`src/shared/txcs_pkg.sv`:
```
// Package: register map, field positions, reset values and carriers for the transmit status block
package txcs_pkg;

   // Register index 3; byte address is four times the index
   localparam logic [7:0]  TXCS_INDEX      = 8'h03;
   localparam logic [11:0] TXCS_ADDR       = 12'h00C;
   localparam logic [11:0] IRQ_STATUS_ADDR = 12'h010;
   localparam logic [11:0] IRQ_MASK_ADDR   = 12'h014;
   localparam logic [11:0] EVENT_ADDR      = 12'h018;

   // Field positions
   localparam int POS_PROGRAMMABLE_TX_INTERRUPT   = 15;
   localparam int POS_LCTSEL = 14;
   localparam int POS_FCSINH = 13;
   localparam int POS_EXDDIS = 12;
   localparam int POS_EXD    = 10;
   localparam int POS_DEF    = 9;
   localparam int POS_NOCRS  = 8;
   localparam int POS_CARRIER_LOST_FLAG   = 7;
   localparam int POS_EXC    = 6;
   localparam int POS_LATE   = 5;
   localparam int POS_PMB    = 3;
   localparam int POS_FU     = 2;
   localparam int POS_BCM    = 1;
   localparam int POS_OK     = 0;

   localparam logic [15:0] MODE_MASK     = 16'hF000;
   localparam logic [15:0] STATUS_MASK   = 16'h07EF;
   localparam logic [15:0] TXCS_RESET    = 16'h0101;
   localparam logic [15:0] START_CLEAR   = 16'h04C2;
   localparam logic [15:0] START_SET     = 16'h0100;
   localparam logic [15:0] WB_CLEAR      = 16'h0220;

   // Interrupt status bits
   localparam int IRQ_PROGRAMMABLE_TX_INTERRUPT  = 0;
   localparam int IRQ_DONE  = 1;
   localparam int IRQ_W     = 2;

   localparam logic [4:0] FCS_BYTES = 5'h04;

   // Descriptor-side carrier: start of packet
   typedef struct packed {
      logic        start;
      logic [15:0] config_word;
   } tx_start_t;

   // End-of-packet status carrier
   typedef struct packed {
      logic        done;
      logic [15:0] cond;
      logic [4:0]  collisions;
   } tx_end_t;

   typedef enum logic [2:0] {
      ST_IDLE = 3'b001,
      ST_TX   = 3'b010,
      ST_WB   = 3'b100
   } tx_state_t;

endpackage

```
`src/hdl/txcs_irq.sv`:
```
// Sticky interrupt status with mask and write-one-to-clear
`timescale 1ns/1ps
module txcs_irq
   import txcs_pkg::*;
(
   input  wire logic              ref_clk_i,
   input  wire logic              rstn_i,
   input  wire logic [IRQ_W-1:0]  event_i,
   input  wire logic [IRQ_W-1:0]  clear_i,
   input  wire logic              mask_we_i,
   input  wire logic [IRQ_W-1:0]  mask_wdata_i,
   output logic      [IRQ_W-1:0]  status_o,
   output logic      [IRQ_W-1:0]  mask_o,
   output logic                   irq_o
);

   logic [IRQ_W-1:0] status_q;
   logic [IRQ_W-1:0] mask_q;

   genvar g;
   generate
      for (g = 0; g < IRQ_W; g++) begin : g_bit
         // Set beats clear so an event in the clear cycle is kept
         always_ff @(posedge ref_clk_i or negedge rstn_i) begin
            if (!rstn_i) begin
               status_q[g] <= 1'b0;
            end else if (event_i[g]) begin
               status_q[g] <= 1'b1;
            end else if (clear_i[g]) begin
               status_q[g] <= 1'b0;
            end
         end
      end
   endgenerate

   always_ff @(posedge ref_clk_i or negedge rstn_i) begin
      if (!rstn_i) begin
         mask_q <= '0;
      end else if (mask_we_i) begin
         mask_q <= mask_wdata_i;
      end
   end

   assign status_o = status_q;
   assign mask_o   = mask_q;
   assign irq_o    = |(status_q & mask_q);

endmodule

```
`src/hdl/txcs_apb.sv`:
```
// APB slave decode: strobes and registered read data
`timescale 1ns/1ps
module txcs_apb
   import txcs_pkg::*;
(
   input  wire logic        ref_clk_i,
   input  wire logic        rstn_i,
   input  wire logic        psel_i,
   input  wire logic        penable_i,
   input  wire logic        pwrite_i,
   input  wire logic [11:0] paddr_i,
   input  wire logic [31:0] pwdata_i,
   input  wire logic [15:0] txcs_i,
   input  wire logic [IRQ_W-1:0] irq_status_i,
   input  wire logic [IRQ_W-1:0] irq_mask_i,
   output logic             pready_o,
   output logic             pslverr_o,
   output logic [31:0]      prdata_o,
   output logic             we_txcs_o,
   output logic             we_stat_o,
   output logic             we_mask_o,
   output logic             we_event_o
);

   logic        setup;
   logic        access;
   logic        hit;
   logic [31:0] rd_d;
   logic [31:0] prdata_q;

   // Data computed in setup, registered for the access cycle
   assign setup  = psel_i & ~penable_i;
   assign access = psel_i & penable_i;
   assign hit    = (paddr_i == TXCS_ADDR) | (paddr_i == IRQ_STATUS_ADDR)
                 | (paddr_i == IRQ_MASK_ADDR) | (paddr_i == EVENT_ADDR);

   always_comb begin
      rd_d = 32'h0000_0000;
      case (paddr_i)
         TXCS_ADDR:       rd_d = {16'h0000, txcs_i};
         IRQ_STATUS_ADDR: rd_d = {30'h0000_0000, irq_status_i};
         IRQ_MASK_ADDR:   rd_d = {30'h0000_0000, irq_mask_i};
         default:         rd_d = 32'h0000_0000;
      endcase
   end

   always_ff @(posedge ref_clk_i or negedge rstn_i) begin
      if (!rstn_i) begin
         prdata_q <= 32'h0000_0000;
      end else if (setup && !pwrite_i) begin
         prdata_q <= rd_d;
      end
   end

   assign pready_o   = 1'b1;
   assign pslverr_o  = access & ~hit;
   assign prdata_o   = prdata_q;
   assign we_txcs_o  = access & pwrite_i & (paddr_i == TXCS_ADDR);
   assign we_stat_o  = access & pwrite_i & (paddr_i == IRQ_STATUS_ADDR);
   assign we_mask_o  = access & pwrite_i & (paddr_i == IRQ_MASK_ADDR);
   assign we_event_o = access & pwrite_i & (paddr_i == EVENT_ADDR);

endmodule

```
`src/hdl/txcs_top.sv`:
```
// Transmit control and status register with descriptor load and status write-back
// Overview of operation
// - At transmit start, copy config word bits 15..12 into the register.
// - At transmit end, set status bits 10..5 and 3..0 whose condition occurred.
// - At transmit end, write status and collision count to descriptor status.
// - After descriptor status write, clear deferred bit 9 and late-collision bit 5.
// - Next transmit start clears bits 10, 7, 6, 1 and sets bit 8.
// - Hardware reset sets bits 8 and 0, clears bit 1.
// - Software reset leaves the whole register unchanged.
// - Descriptor with interrupt bit set raises programmable transmit interrupt at once, only while register bit 15 is still clear.
// - Bit 14 selects where the late-collision timer starts.
// - Register holds all listed mode and status fields.
// - Timer select one starts the late-collision timer at first preamble bit.
// - FCS inhibit zero appends four FCS bytes; one omits them.
`timescale 1ns/1ps
module txcs_top
   import txcs_pkg::*;
(
   input  wire logic        ref_clk_i,
   input  wire logic        rstn_i,
   input  wire logic        psel_i,
   input  wire logic        penable_i,
   input  wire logic        pwrite_i,
   input  wire logic [11:0] paddr_i,
   input  wire logic [31:0] pwdata_i,
   output logic             pready_o,
   output logic             pslverr_o,
   output logic [31:0]      prdata_o,
   input  wire tx_start_t   tx_start_i,
   input  wire tx_end_t     tx_end_i,
   input  wire logic        soft_reset_i,
   output logic             wb_valid_o,
   output logic [15:0]      wb_status_o,
   output logic [4:0]       wb_collisions_o,
   input  wire logic        wb_ack_i,
   output logic             late_timer_at_preamble_o,
   output logic             excess_deferral_disable_o,
   output logic [4:0]       fcs_bytes_o,
   output logic             busy_o,
   output logic             irq_o
);

   logic [15:0]      txcs_q;
   logic [15:0]      txcs_d;
   tx_state_t        state_q;
   logic             wb_valid_q;
   logic [15:0]      wb_status_q;
   logic [4:0]       wb_coll_q;
   logic             we_txcs;
   logic             we_stat;
   logic             we_mask;
   logic             we_event;
   logic [IRQ_W-1:0] irq_event;
   logic [IRQ_W-1:0] irq_status;
   logic [IRQ_W-1:0] irq_mask;
   logic             start_ok;
   logic             end_ok;
   logic             wb_done;

   txcs_apb u_apb (
      .ref_clk_i    (ref_clk_i),
      .rstn_i       (rstn_i),
      .psel_i       (psel_i),
      .penable_i    (penable_i),
      .pwrite_i     (pwrite_i),
      .paddr_i      (paddr_i),
      .pwdata_i     (pwdata_i),
      .txcs_i       (txcs_q),
      .irq_status_i (irq_status),
      .irq_mask_i   (irq_mask),
      .pready_o     (pready_o),
      .pslverr_o    (pslverr_o),
      .prdata_o     (prdata_o),
      .we_txcs_o    (we_txcs),
      .we_stat_o    (we_stat),
      .we_mask_o    (we_mask),
      .we_event_o   (we_event)
   );

   assign start_ok = tx_start_i.start & (state_q == ST_IDLE);
   assign end_ok   = tx_end_i.done & (state_q == ST_TX);
   assign wb_done  = wb_valid_q & wb_ack_i;

   // Transmit sequencing
   always_ff @(posedge ref_clk_i or negedge rstn_i) begin
      if (!rstn_i) begin
         state_q <= ST_IDLE;
      end else begin
         case (state_q)
            ST_IDLE: begin
               if (start_ok) begin
                  state_q <= ST_TX;
               end
            end
            ST_TX: begin
               if (end_ok) begin
                  state_q <= ST_WB;
               end
            end
            ST_WB: begin
               if (wb_done) begin
                  state_q <= ST_IDLE;
               end
            end
            default: state_q <= ST_IDLE;
         endcase
      end
   end

   // Register next value; software reset deliberately has no term here
   always_comb begin
      txcs_d = txcs_q;
      if (we_txcs) begin
         txcs_d = (txcs_q & ~MODE_MASK) | (pwdata_i[15:0] & MODE_MASK);
      end
      if (start_ok) begin
         txcs_d = (txcs_q & ~MODE_MASK) | (tx_start_i.config_word & MODE_MASK);
         txcs_d = (txcs_d & ~START_CLEAR) | START_SET;
      end
      if (end_ok) begin
         txcs_d = txcs_q | (tx_end_i.cond & STATUS_MASK);
      end
      if (wb_done) begin
         txcs_d = txcs_q & ~WB_CLEAR;
      end
      txcs_d = txcs_d & (MODE_MASK | STATUS_MASK);
   end

   always_ff @(posedge ref_clk_i or negedge rstn_i) begin
      if (!rstn_i) begin
         txcs_q <= TXCS_RESET;
      end else begin
         txcs_q <= txcs_d;
      end
   end

   // Descriptor status write-back, held until acknowledged
   always_ff @(posedge ref_clk_i or negedge rstn_i) begin
      if (!rstn_i) begin
         wb_valid_q  <= 1'b0;
         wb_status_q <= 16'h0000;
         wb_coll_q   <= 5'h00;
      end else if (end_ok) begin
         wb_valid_q  <= 1'b1;
         wb_status_q <= txcs_d;
         wb_coll_q   <= tx_end_i.collisions;
      end else if (wb_done) begin
         wb_valid_q  <= 1'b0;
      end
   end

   assign wb_valid_o      = wb_valid_q;
   assign wb_status_o     = wb_status_q;
   assign wb_collisions_o = wb_coll_q;

   // Mode outputs steering the transmitter
   assign late_timer_at_preamble_o  = txcs_q[POS_LCTSEL];
   assign excess_deferral_disable_o = txcs_q[POS_EXDDIS];
   assign fcs_bytes_o = txcs_q[POS_FCSINH] ? 5'h00 : FCS_BYTES;
   assign busy_o      = (state_q != ST_IDLE);

   // Interrupt raised from the descriptor word itself, without waiting for the load
   assign irq_event[IRQ_PROGRAMMABLE_TX_INTERRUPT] = start_ok & tx_start_i.config_word[POS_PROGRAMMABLE_TX_INTERRUPT]
                              & ~txcs_q[POS_PROGRAMMABLE_TX_INTERRUPT];
   assign irq_event[IRQ_DONE] = wb_done;

   txcs_irq u_irq (
      .ref_clk_i    (ref_clk_i),
      .rstn_i       (rstn_i),
      .event_i      (irq_event),
      .clear_i      (we_stat ? pwdata_i[IRQ_W-1:0] : {IRQ_W{1'b0}}),
      .mask_we_i    (we_mask),
      .mask_wdata_i (pwdata_i[IRQ_W-1:0]),
      .status_o     (irq_status),
      .mask_o       (irq_mask),
      .irq_o        (irq_o)
   );

   // Assertions
   hw_reset_a: assert property (@(posedge ref_clk_i) $rose(rstn_i)
      |-> txcs_q[8] && txcs_q[0] && !txcs_q[1])
      else $error("reset value wrong");
   mode_load_a: assert property (@(posedge ref_clk_i) disable iff (!rstn_i)
      start_ok |=> txcs_q[15:12] == $past(tx_start_i.config_word[15:12]))
      else $error("mode bits not loaded");
   start_bits_a: assert property (@(posedge ref_clk_i) disable iff (!rstn_i)
      start_ok |=> txcs_q[8] && !txcs_q[10] && !txcs_q[7] && !txcs_q[6] && !txcs_q[1])
      else $error("start clear/set wrong");
   end_status_a: assert property (@(posedge ref_clk_i) disable iff (!rstn_i)
      end_ok |=> (txcs_q & $past(tx_end_i.cond) & STATUS_MASK)
                 == ($past(tx_end_i.cond) & STATUS_MASK))
      else $error("status not set");
   wb_issue_a: assert property (@(posedge ref_clk_i) disable iff (!rstn_i)
      end_ok |=> wb_valid_o && wb_status_o == txcs_q
                 && wb_collisions_o == $past(tx_end_i.collisions))
      else $error("write-back wrong");
   wb_clear_a: assert property (@(posedge ref_clk_i) disable iff (!rstn_i)
      wb_done |=> !txcs_q[9] && !txcs_q[5] && !wb_valid_o)
      else $error("bits 9/5 not cleared");
   soft_reset_a: assert property (@(posedge ref_clk_i) disable iff (!rstn_i)
      soft_reset_i && !we_txcs && !start_ok && !end_ok && !wb_done
      |=> $stable(txcs_q))
      else $error("register changed on soft reset");
   programmable_tx_interrupt_irq_a: assert property (@(posedge ref_clk_i) disable iff (!rstn_i)
      start_ok && tx_start_i.config_word[15] && !txcs_q[15]
      |=> irq_status[IRQ_PROGRAMMABLE_TX_INTERRUPT])
      else $error("programmable irq missed");
   zero_bits_a: assert property (@(posedge ref_clk_i) disable iff (!rstn_i)
      !txcs_q[11] && !txcs_q[4])
      else $error("reserved bit set");
   fcs_len_a: assert property (@(posedge ref_clk_i) disable iff (!rstn_i)
      fcs_bytes_o == (txcs_q[13] ? 5'h00 : 5'h04))
      else $error("fcs length wrong");
   timer_sel_a: assert property (@(posedge ref_clk_i) disable iff (!rstn_i)
      start_ok |=> late_timer_at_preamble_o == $past(tx_start_i.config_word[14]))
      else $error("timer select wrong");

endmodule

```
`config.mk`:
```
export PLATFORM = sky130hd
export DESIGN_NAME = txcs_top
export DESIGN_NICKNAME = d
export VERILOG_FILES = /design/src/shared/txcs_pkg.sv /design/src/hdl/txcs_irq.sv /design/src/hdl/txcs_apb.sv /design/src/hdl/txcs_top.sv
export SDC_FILE = /design/constraint.sdc
export NUM_CORES = 1
export LEC_CHECK = 0
export BUFFER_PORTS_ARGS = -buffer_cell sky130_fd_sc_hd__clkbuf_2
export CORE_ASPECT_RATIO = 1.25
export CORE_MARGIN = 2
export CORE_UTILIZATION = 43
export DETAILED_ROUTE_END_ITERATION = 16
export PLACE_DENSITY = 0.8
export RECOVER_POWER = 25
export SYNTH_ARGS = -nofsm -noshare
export SYNTH_HDL_FRONTEND = slang
export SYNTH_SLANG_ARGS = --single-unit
```
`constraint.sdc`:
```
create_clock -name ref_clk_i -period 2.6 [get_ports ref_clk_i]
set_input_delay 0.39 -clock ref_clk_i [delete_from_list [all_inputs] [get_ports ref_clk_i]]
set_output_delay 0.39 -clock ref_clk_i [all_outputs]
set_load 0.1 [all_outputs]
```
== After elaboration in Yosys (flattened, before gate mapping) ==
Index checks and enable logic that the tools add are counted.

* Output and inout bits: 65
* Bits in latches: 0
* Memory bits (writable): 0
* Input port bits: 90
* Bits in registers: 73
* Word-level logic and storage cells: 66
* Memories: 0
* ROM bits: 0

* Divide/modulo/power cells: 0
* Bitwise gates (word level): 22
* $mul: 0
* $lt $le $gt $ge: 0
* Equal/unequal tests: 11
* Shifts and indexed selects: 0
* Add/subtract/negate cells: 0
* Mux-type cells: 17
* Reduce and logical (&&, ||, !) cells: 7

{| class="wikitable"
|+ Operator list
! cell !! number
|-
| $mux W16 || 4
|-
| $pmux W16 S3 || 1
|-
| $eq A12 B5 Y1 const B || 3
|-
| $or A11 B16 Y16 || 2
|-
| $or A16 B11 Y16 || 1
|-
| $and A1 B1 Y1 || 12
|-
| $eq A12 B4 Y1 const B || 1
|-
| $mux W3 || 4
|-
| $pmux W3 S3 || 1
|-
| $mux W1 || 6
|-
| $ne A2 B2 Y1 const B || 3
|-
| $reduce_bool A2 Y1 || 3
|-
| $eq A3 B1 Y1 const B || 1
|-
| $eq A3 B2 Y1 const B || 1
|-
| $eq A3 B3 Y1 const B || 1
|-
| $ne A3 B1 Y1 const B || 1
|-
| $not A1 Y1 || 3
|-
| $or A1 B1 Y1 || 3
|-
| $reduce_and A3 Y1 || 1
|-
| $and A2 B2 Y2 || 1
|-
| $mux W2 || 1
|-
| $reduce_or A2 Y1 || 1
|-
| $logic_and A1 B1 Y1 || 1
|-
| $logic_not A1 Y1 || 1
|}

== Logic depth before layout (Yosys ltp) ==
Gate-level depths: netlist (run 1).

* Word-level depth: 7
* Mapped depth: 6
* Depth with buffers taken out: 4

== By module ==
From an unflattened synthesis (run 1), not the netlist that was laid out.

* Cells, all modules: 281
* Area, all modules: 2829.0 sq um

{| class="wikitable"
|+ By module, submodules not included
! module !! seq. area each (sq um) !! instances !! area each (sq um) !! cells an instance
|-
| txcs_top || 929.6 || 1 || 1644.1 || 162
|-
| txcs_apb || 400.4 || 1 || 1023.5 || 108
|-
| txcs_irq || 100.1 || 1 || 161.4 || 11
|}

== Worst setup path before layout (run 1) ==
OpenSTA, ideal clock, no wires.

* Kind: input to output
* Start: input paddr_i[2]
* End: output pslverr_o
* Setup slack: 0.149 ns
* Data required time: 2.210 ns
* Cell stages on the path: 3
* Path buffers: 0
* Arrival: 2.061 ns
* Cells stage by stage: nand2_1 -> xnor2_1 -> a21oi_1

* Longest elaborated chain between the ends: 6
* Elaborated cells between the ends (all ways): 9
* Those cells by class: eq/ne: 4; bitwise: 5

{| class="wikitable"
|+ Ends and longest elaborated chain
! item !! RTL line !! source
|-
| start: declaration || txcs_top.sv:24 || <nowiki>input wire logic [11:0] paddr_i,</nowiki>
|-
| $eq A12 B4 Y1 / $eq A12 B5 Y1 (equally long branches) || txcs_apb.sv:34 || <nowiki>assign hit = (paddr_i == TXCS_ADDR) | (paddr_i == IRQ_STATUS_ADDR)</nowiki>
|-
| $or A1 B1 Y1 || txcs_apb.sv:34 ||
|-
| $or A1 B1 Y1 || txcs_apb.sv:35 || <nowiki>| (paddr_i == IRQ_MASK_ADDR) | (paddr_i == EVENT_ADDR);</nowiki>
|-
| $or A1 B1 Y1 (*) || txcs_apb.sv:35 ||
|-
| $not A1 Y1 (*) || txcs_apb.sv:56 || <nowiki>assign pslverr_o = access & ~hit;</nowiki>
|-
| $and A1 B1 Y1 (*) || txcs_apb.sv:56 ||
|-
| end: declaration || txcs_top.sv:27 || <nowiki>output logic pslverr_o,</nowiki>
|}

Every way passes the cells marked *; elsewhere a longest branch is shown, timed or not.

== Worst setup path after layout (run 1) ==
* Start: input paddr_i[6]
* End: output pslverr_o

Same word-level chain as after synthesis.

==> results of run 1 <==
[per-stage QoR]
stage,util,hold WS (ps),worst slack (ps)
after CTS,0.534,258,427
after global placement,0.511,459,420
after global routing,0.534,256,198
after detailed placement,0.511,462,379
after floorplan,-,94.4,149
final,0.534,269,425
[logic make-up after synthesis]
group | share of synthesized area
AO/OA/AOI/OAI | 0.185
XOR/XNOR | 0.00339
buffers and inverters | 0.101
flip-flops | 0.534
multiplexers | 0.0174
other | 0.00291
AND/OR/NAND/NOR | 0.156
[sequential cells by signal, summed over array words and instances (netlist names)]
| name | count |
|---|---|
| u_apb.prdata_o | 14 |
| wb_valid_o | 1 |
| state_q | 3 |
| txcs_q | 14 |
| wb_status_o | 14 |
| u_irq.mask_o | 2 |
| u_irq.status_o | 2 |
| wb_collisions_o | 5 |
[report_power, final]
| part | total [mW] | switching [mW] | internal (mW) |
|---|---|---|---|
| Sequential | 1.30 | 0.185 | 1.12 |
| Clock | 0.661 | 0.277 | 0.384 |
| Combinational | 2.23 | 1.86 | 0.367 |
[worst min-delay path, stage by stage]
cell	delay, ps
clkbuf_2	70
nand2_1	40
nand2_1	40
[cell type report]
type | instances | area (um2)
clock buffer | 5 | 68.8
clock inverter | 3 | 67.6
fill | 552 | 2710
inverter | 4 | 15.0
multi-input combinational | 174 | 1040
sequential | 55 | 1380
tap | 66 | 82.6
timing repair buffer | 88 | 449
[metal layers]
layer | vias up | global-route usage | routed length (um)
li1 | 990 | - | -
met1 | 1004 | 0.218 | 2400
met2 | 75 | 0.291 | 2900
met3 | 12 | 0.0458 | 335
met4 | 0 | 0.0712 | 138
met5 | - | 0 | 0
[cells in the final DEF, fill, tap and decap left out, types with 2 or more instances in the layout]
master and n:
o31ai_1 3, buf_4 4, or4_4 4, nand4b_1 2, a31o_2 3, nor2_1 18
o21ai_0 11, bufinv_16 2, mux2_2 4, inv_1 4, a22oi_1 2, a22o_1 3
nand3b_1 3, a211oi_1 2, dfrtp_1 52, nand2_1 31, a221o_2 4, a22o_2 10
nor3_1 2, clkbuf_2 83, nand3_1 3, conb_1 25, dfstp_2 3, clkbuf_8 5
a21oi_1 28
[worst max path at each step]
stage                          start  cells after the start            endpoint
after detailed placement  paddr_i[6]                      5     u_irq.mask_o[1]
after global placement    paddr_i[6]                      5  u_apb.prdata_o[15]
final                     paddr_i[6]                      5           pslverr_o
after global routing          rstn_i                      1   u_apb.prdata_o[5]
after floorplan           paddr_i[2]                      3           pslverr_o
after CTS                 paddr_i[6]                      5           pslverr_o
==> flow_summary.toml, run 1 <==
[timing]
setup_viol = 0
maxSlewHeadroom = -0.414
clock_skew_ps = 5.46
tightest_slew_ps = 2120
fin_crit_sh = 0.837
slew_violations = 42
min_period_ps = 2180
timing_hold_violations_final = 0
setup-tns-final_ps = 0
rsz0062_at_grt = "no"
fmax_mhz = 460

[clock_network]
htree_num_levels = 2
cts_setup_buffers = 0
path_clk_slew_ps = 100
cts_inserted_buffers = 5
cts_tree = "built"
hold_buffers = 0
cts.sinks = 55
cts_resized = 0
clock_path_buffers = 2
clk-insertion-delay-late_ps = 300
clockRootBuffer = "clkbuf_8"

[grt]
antenna_found_initial = 0
grt_max_degree = 42
grt_pass1_vias = 1959
grt.overflow.total = 0
grt_usage = 0.177
grt_pass1_wl_mm = 9.14

[route]
wire_per_inst_um = 14.6
dr.pass1.iters = 4
wl_mm = 5.78
antenna_left = 0
dr.first_iter.drc_count = 98
drc_errors = 0
vias_per_cell = 5.27
num_vias = 2081

[setup_path]
rr_startpoint = "state_q[0]"
critical-path-slowest-cell = "or4_4"
path_cells = "clkbuf_2, or4_4, nor3_1, a21oi_1, clkbuf_2"
cp_common_cell = "clkbuf_2"
cp.arrival_ps = 1790
max_stage_delay_ps = 560
required_ps = 2210
end_kind = "output pin"
r2r_cells = 4
critPathKind = "in2out"
path_max_fanout = 3
critPathTopFamily = "simple AND/OR/NAND/NOR gates"
startpoint_type = "input port"
path_buf_inv = 2
r2r_slack_ps = 540
r2r_end = "txcs_q[13]"

[placed_design]
post_dp_cell_area_mm2 = 0.00297
dpl.hpwl_mm = 4.31
place.gp.congestion = 0.810
port_buffers = 84
post-place-cells = 387

[run]
maxCapViolCount = 1

[synth]
synth_edf_count = 0
synth.top_cell.area_share = 0.504
synth_top_area_cell = "dfrtp_1"
synthCells = 248
synth_most_common_cell = "dfrtp_1"
syn-cell-area_mm2 = 0.00258
ys_types = 40
ys.flop_type = "dfrtp_1"
synth-warning-count = 0
ys_ff_latch = 55
async_flop_share = 1.00
synth.area.top_cells = "dfrtp_1 (50%), buf_4 (7.3%), a21oi_1 (5.4%)"
ys_seq_area_frac = 0.534
avgSynthCellArea_um2 = 10.4
synth_commonest_cells = "dfrtp_1 (52), nand2_1 (31), a21oi_1 (28), buf_4 (25), nor2_1 (18)"

[status]
status = "finished, violations left"
violations = "max-capacitance violations, max-slew violations"

[cells_and_area]
final_nets = 418
instances_no_fill = 395
num_antenna_cells = 0
drive_gt1_frac = 0.389
synthToLayoutAreaGrowth_pct = 20.3
design_area_mm2 = 0.00311

[die]
pin_count = 155
die_area_mm2 = 0.00665
start_util = 0.444
coreArea_mm2 = 0.00582
dieWidth_um = 73.3
die_h_um = 90.6
rows = 31

[min_path]
hold_path_startpoint = "tx_end_i[2]"
holdCritPathClass = "in2reg"
hold_end = "wb_collisions_o[2]"
worstHoldPathCells = 3

[power_and_ir_drop]
power.density_mw_per_mm2 = 1350
p_leak_nw = 1.57
power_mw = 4.19
max-vdd-ir-drop_mv = 0.658
(Power assumes the default switching activity.)
==> run 2, diff against run 1 <==
--- a/config.mk
+++ b/config.mk
@@ -8,9 +8,9 @@
 export BUFFER_PORTS_ARGS = -buffer_cell sky130_fd_sc_hd__clkbuf_2
 export CORE_ASPECT_RATIO = 1.25
 export CORE_MARGIN = 2
-export CORE_UTILIZATION = 43
+export CORE_UTILIZATION = 39
 export DETAILED_ROUTE_END_ITERATION = 16
-export PLACE_DENSITY = 0.8
+export PLACE_DENSITY = 0.76
 export RECOVER_POWER = 25
 export SYNTH_ARGS = -nofsm -noshare
 export SYNTH_HDL_FRONTEND = slang
==> constraint.sdc (replaced) <==
create_clock -name ref_clk_i -period 2 [get_ports ref_clk_i]
set_input_delay 0.3 -clock ref_clk_i [delete_from_list [all_inputs] [get_ports ref_clk_i]]
set_output_delay 0.3 -clock ref_clk_i [all_outputs]
set_load 0.1 [all_outputs]
==> flow_summary.toml, run 2 (synthesis results as in run 1) <==
[setup_path]
path_max_fanout = 10
critPathTopFamily = "simple AND/OR/NAND/NOR gates"
r2r_end = "txcs_q[13]"
worst-path-stages = 4
crit_start = "state_q[0]"
r2r_cells = 4
startpoint_type = "register"
critical-path-slowest-cell = "dfstp_2"
rr_startpoint = "state_q[0]"
path_cells = "or4bb_1, nor2_2, a211oi_1, a221o_2"
cp.arrival_ps = 2080
required_ps = 2190
max_stage_delay_ps = 640
r2r_slack_ps = 110
end_kind = "register"
critPathKind = "reg2reg"
critPathCapture = "txcs_q[13]"
path_buf_inv = 0

[grt]
grt_pass1_wl_mm = 9.58
grt_usage = 0.167
grt_max_degree = 56
grt_pass1_vias = 1997
antenna_found_initial = 0
grt.overflow.total = 0

[timing]
slew_violations = 0
timing_hold_violations_final = 0
hold_slack_ps = 186
maxSlewHeadroom = 0.222
fin_crit_sh = 0.944
fmax_mhz = 530
setup_viol = 0
tightest_slew_ps = 1170
min_period_ps = 1890
rsz0062_at_grt = "no"
clock_skew_ps = 7.03

[clock_network]
clk-insertion-delay-late_ps = 300
cts_inserted_buffers = 5
htree_num_levels = 2
clockRootBuffer = "clkbuf_8"
cts_tree = "built"
cts_setup_buffers = 0
clock_path_buffers = 2
cts.sinks = 55
path_clk_slew_ps = 90

[power_and_ir_drop]
power.density_mw_per_mm2 = 1710
max-vdd-ir-drop_mv = 1.01
p_leak_nw = 1.58
p_switching_mw = 3.06
p_sw_frac = 0.568
power_frac_clock = 0.132
pwr-share-seq = 0.320
comb_power_share = 0.548
p_int_mw = 2.33

[cells_and_area]
final_nets = 422
num_antenna_cells = 0
post-route-util = 0.487
fillers = 642
drive_gt1_frac = 0.399
layout_common_cells = "clkbuf_2 (83), dfrtp_1 (51), nand2_1 (31)"
synthToLayoutAreaGrowth_pct = 22.2
mostFrequentLayoutCell = "clkbuf_2"

[status]
status = "complete, no violations"

[placed_design]
dpl.hpwl_mm = 4.54
place.gp.congestion = 0.866
port_buffers = 84

[die]
die_area_mm2 = 0.00729
pin_count = 155
start_util = 0.398
dieWidth_um = 76.8
rows = 33
coreArea_mm2 = 0.00648
die_h_um = 95.0

[route]
drc_errors = 0
wl_mm = 5.96
antenna_left = 0
dr.pass1.iters = 4
vias_per_cell = 4.98
wire_per_inst_um = 14.2
num_vias = 2091
dr.first_iter.drc_count = 115

[min_path]
holdCritPathClass = "in2reg"
worstHoldPathCells = 3

[run]
maxCapViolCount = 0
==> run 2: cell types whose count changed in the layout (fill, tap and decap cells not counted), sizes merged <==
cell | previous run | this run
clkbuf | 89 | 90
bufinv | 2 | 1
dlygate4sd3 | 0 | 1
clkinvlp | 1 | 0
buf | 4 | 8
==> run 2: worst reg2reg max path, cell delays in order, from the launching register on <==
cell      delay, ps
dfstp_2         640
or4bb_1         560
nor2_2          180
a211oi_1         80
a221o_2         320
==> run 2: metrics by stage <==
| stage | setup slack (ps) | TNS, ps | power, mW | instances | area (um2) |
|---|---|---|---|---|---|
| floorplan | 71.5 | 0 | 4.16 | 271 | 2670 |
| global placement | -11.9 | -102 | 4.64 | 411 | 3050 |
| detailed placement | -32.0 | -294 | 4.69 | 411 | 3050 |
| CTS | 84.6 | 0 | 5.42 | 420 | 3170 |
| global route | 42.3 | 0 | 5.64 | 420 | 3160 |
| finish | 113 | 0 | 5.38 | 420 | 3160 |
==> run 2: how the worst min path moves through the flow <==
stage | startpoint | to
finish | tx_end_i[1] | wb_collisions_o[1]
global placement | rstn_i | u_apb.prdata_o[10]
global route | tx_end_i[2] | wb_collisions_o[2]
detailed placement | rstn_i | txcs_q[10]
floorplan | rstn_i | state_q[1]
CTS | tx_end_i[3] | wb_collisions_o[3]
==> run 2: routing by layer <==
metal  global-route usage  wire [um]  up-vias
met2                0.289       3080       69
met1                0.199       2430     1015
met4               0.0727        156        0
met5                    0          0        -
met3               0.0373        296       12
li1                     -          -      995
==> run 2: power groups by stage <==
| stage | clock, mW | combinational (mW) | sequential (mW) |
|---|---|---|---|
| final | 0.710 | 2.95 | 1.72 |
| after global routing | 0.780 | 3.09 | 1.76 |
| after global placement | 0 | 2.93 | 1.72 |
| after detailed placement | 0 | 2.95 | 1.74 |
| after floorplan | 0 | 0.995 | 3.16 |
| after CTS | 0.735 | 2.96 | 1.72 |
==> run 2: final cells by class <==
class                      instances  area [um2]  area share
multi-input combinational        174        1050       0.332
timing repair buffer              92         495       0.157
inverter                           4        15.0     0.00476
clock inverter                     1        30.0     0.00952
clock buffer                       7        76.3      0.0242
sequential                        55        1380       0.438
tap                               87         109      0.0345
==> run 2: what timing repair did <==
action                                  CTS  global route
endpoints found under the setup margin    0             1
hold buffers                              1             0
hold endpoints to repair                 52             0
resized for setup                         0             1
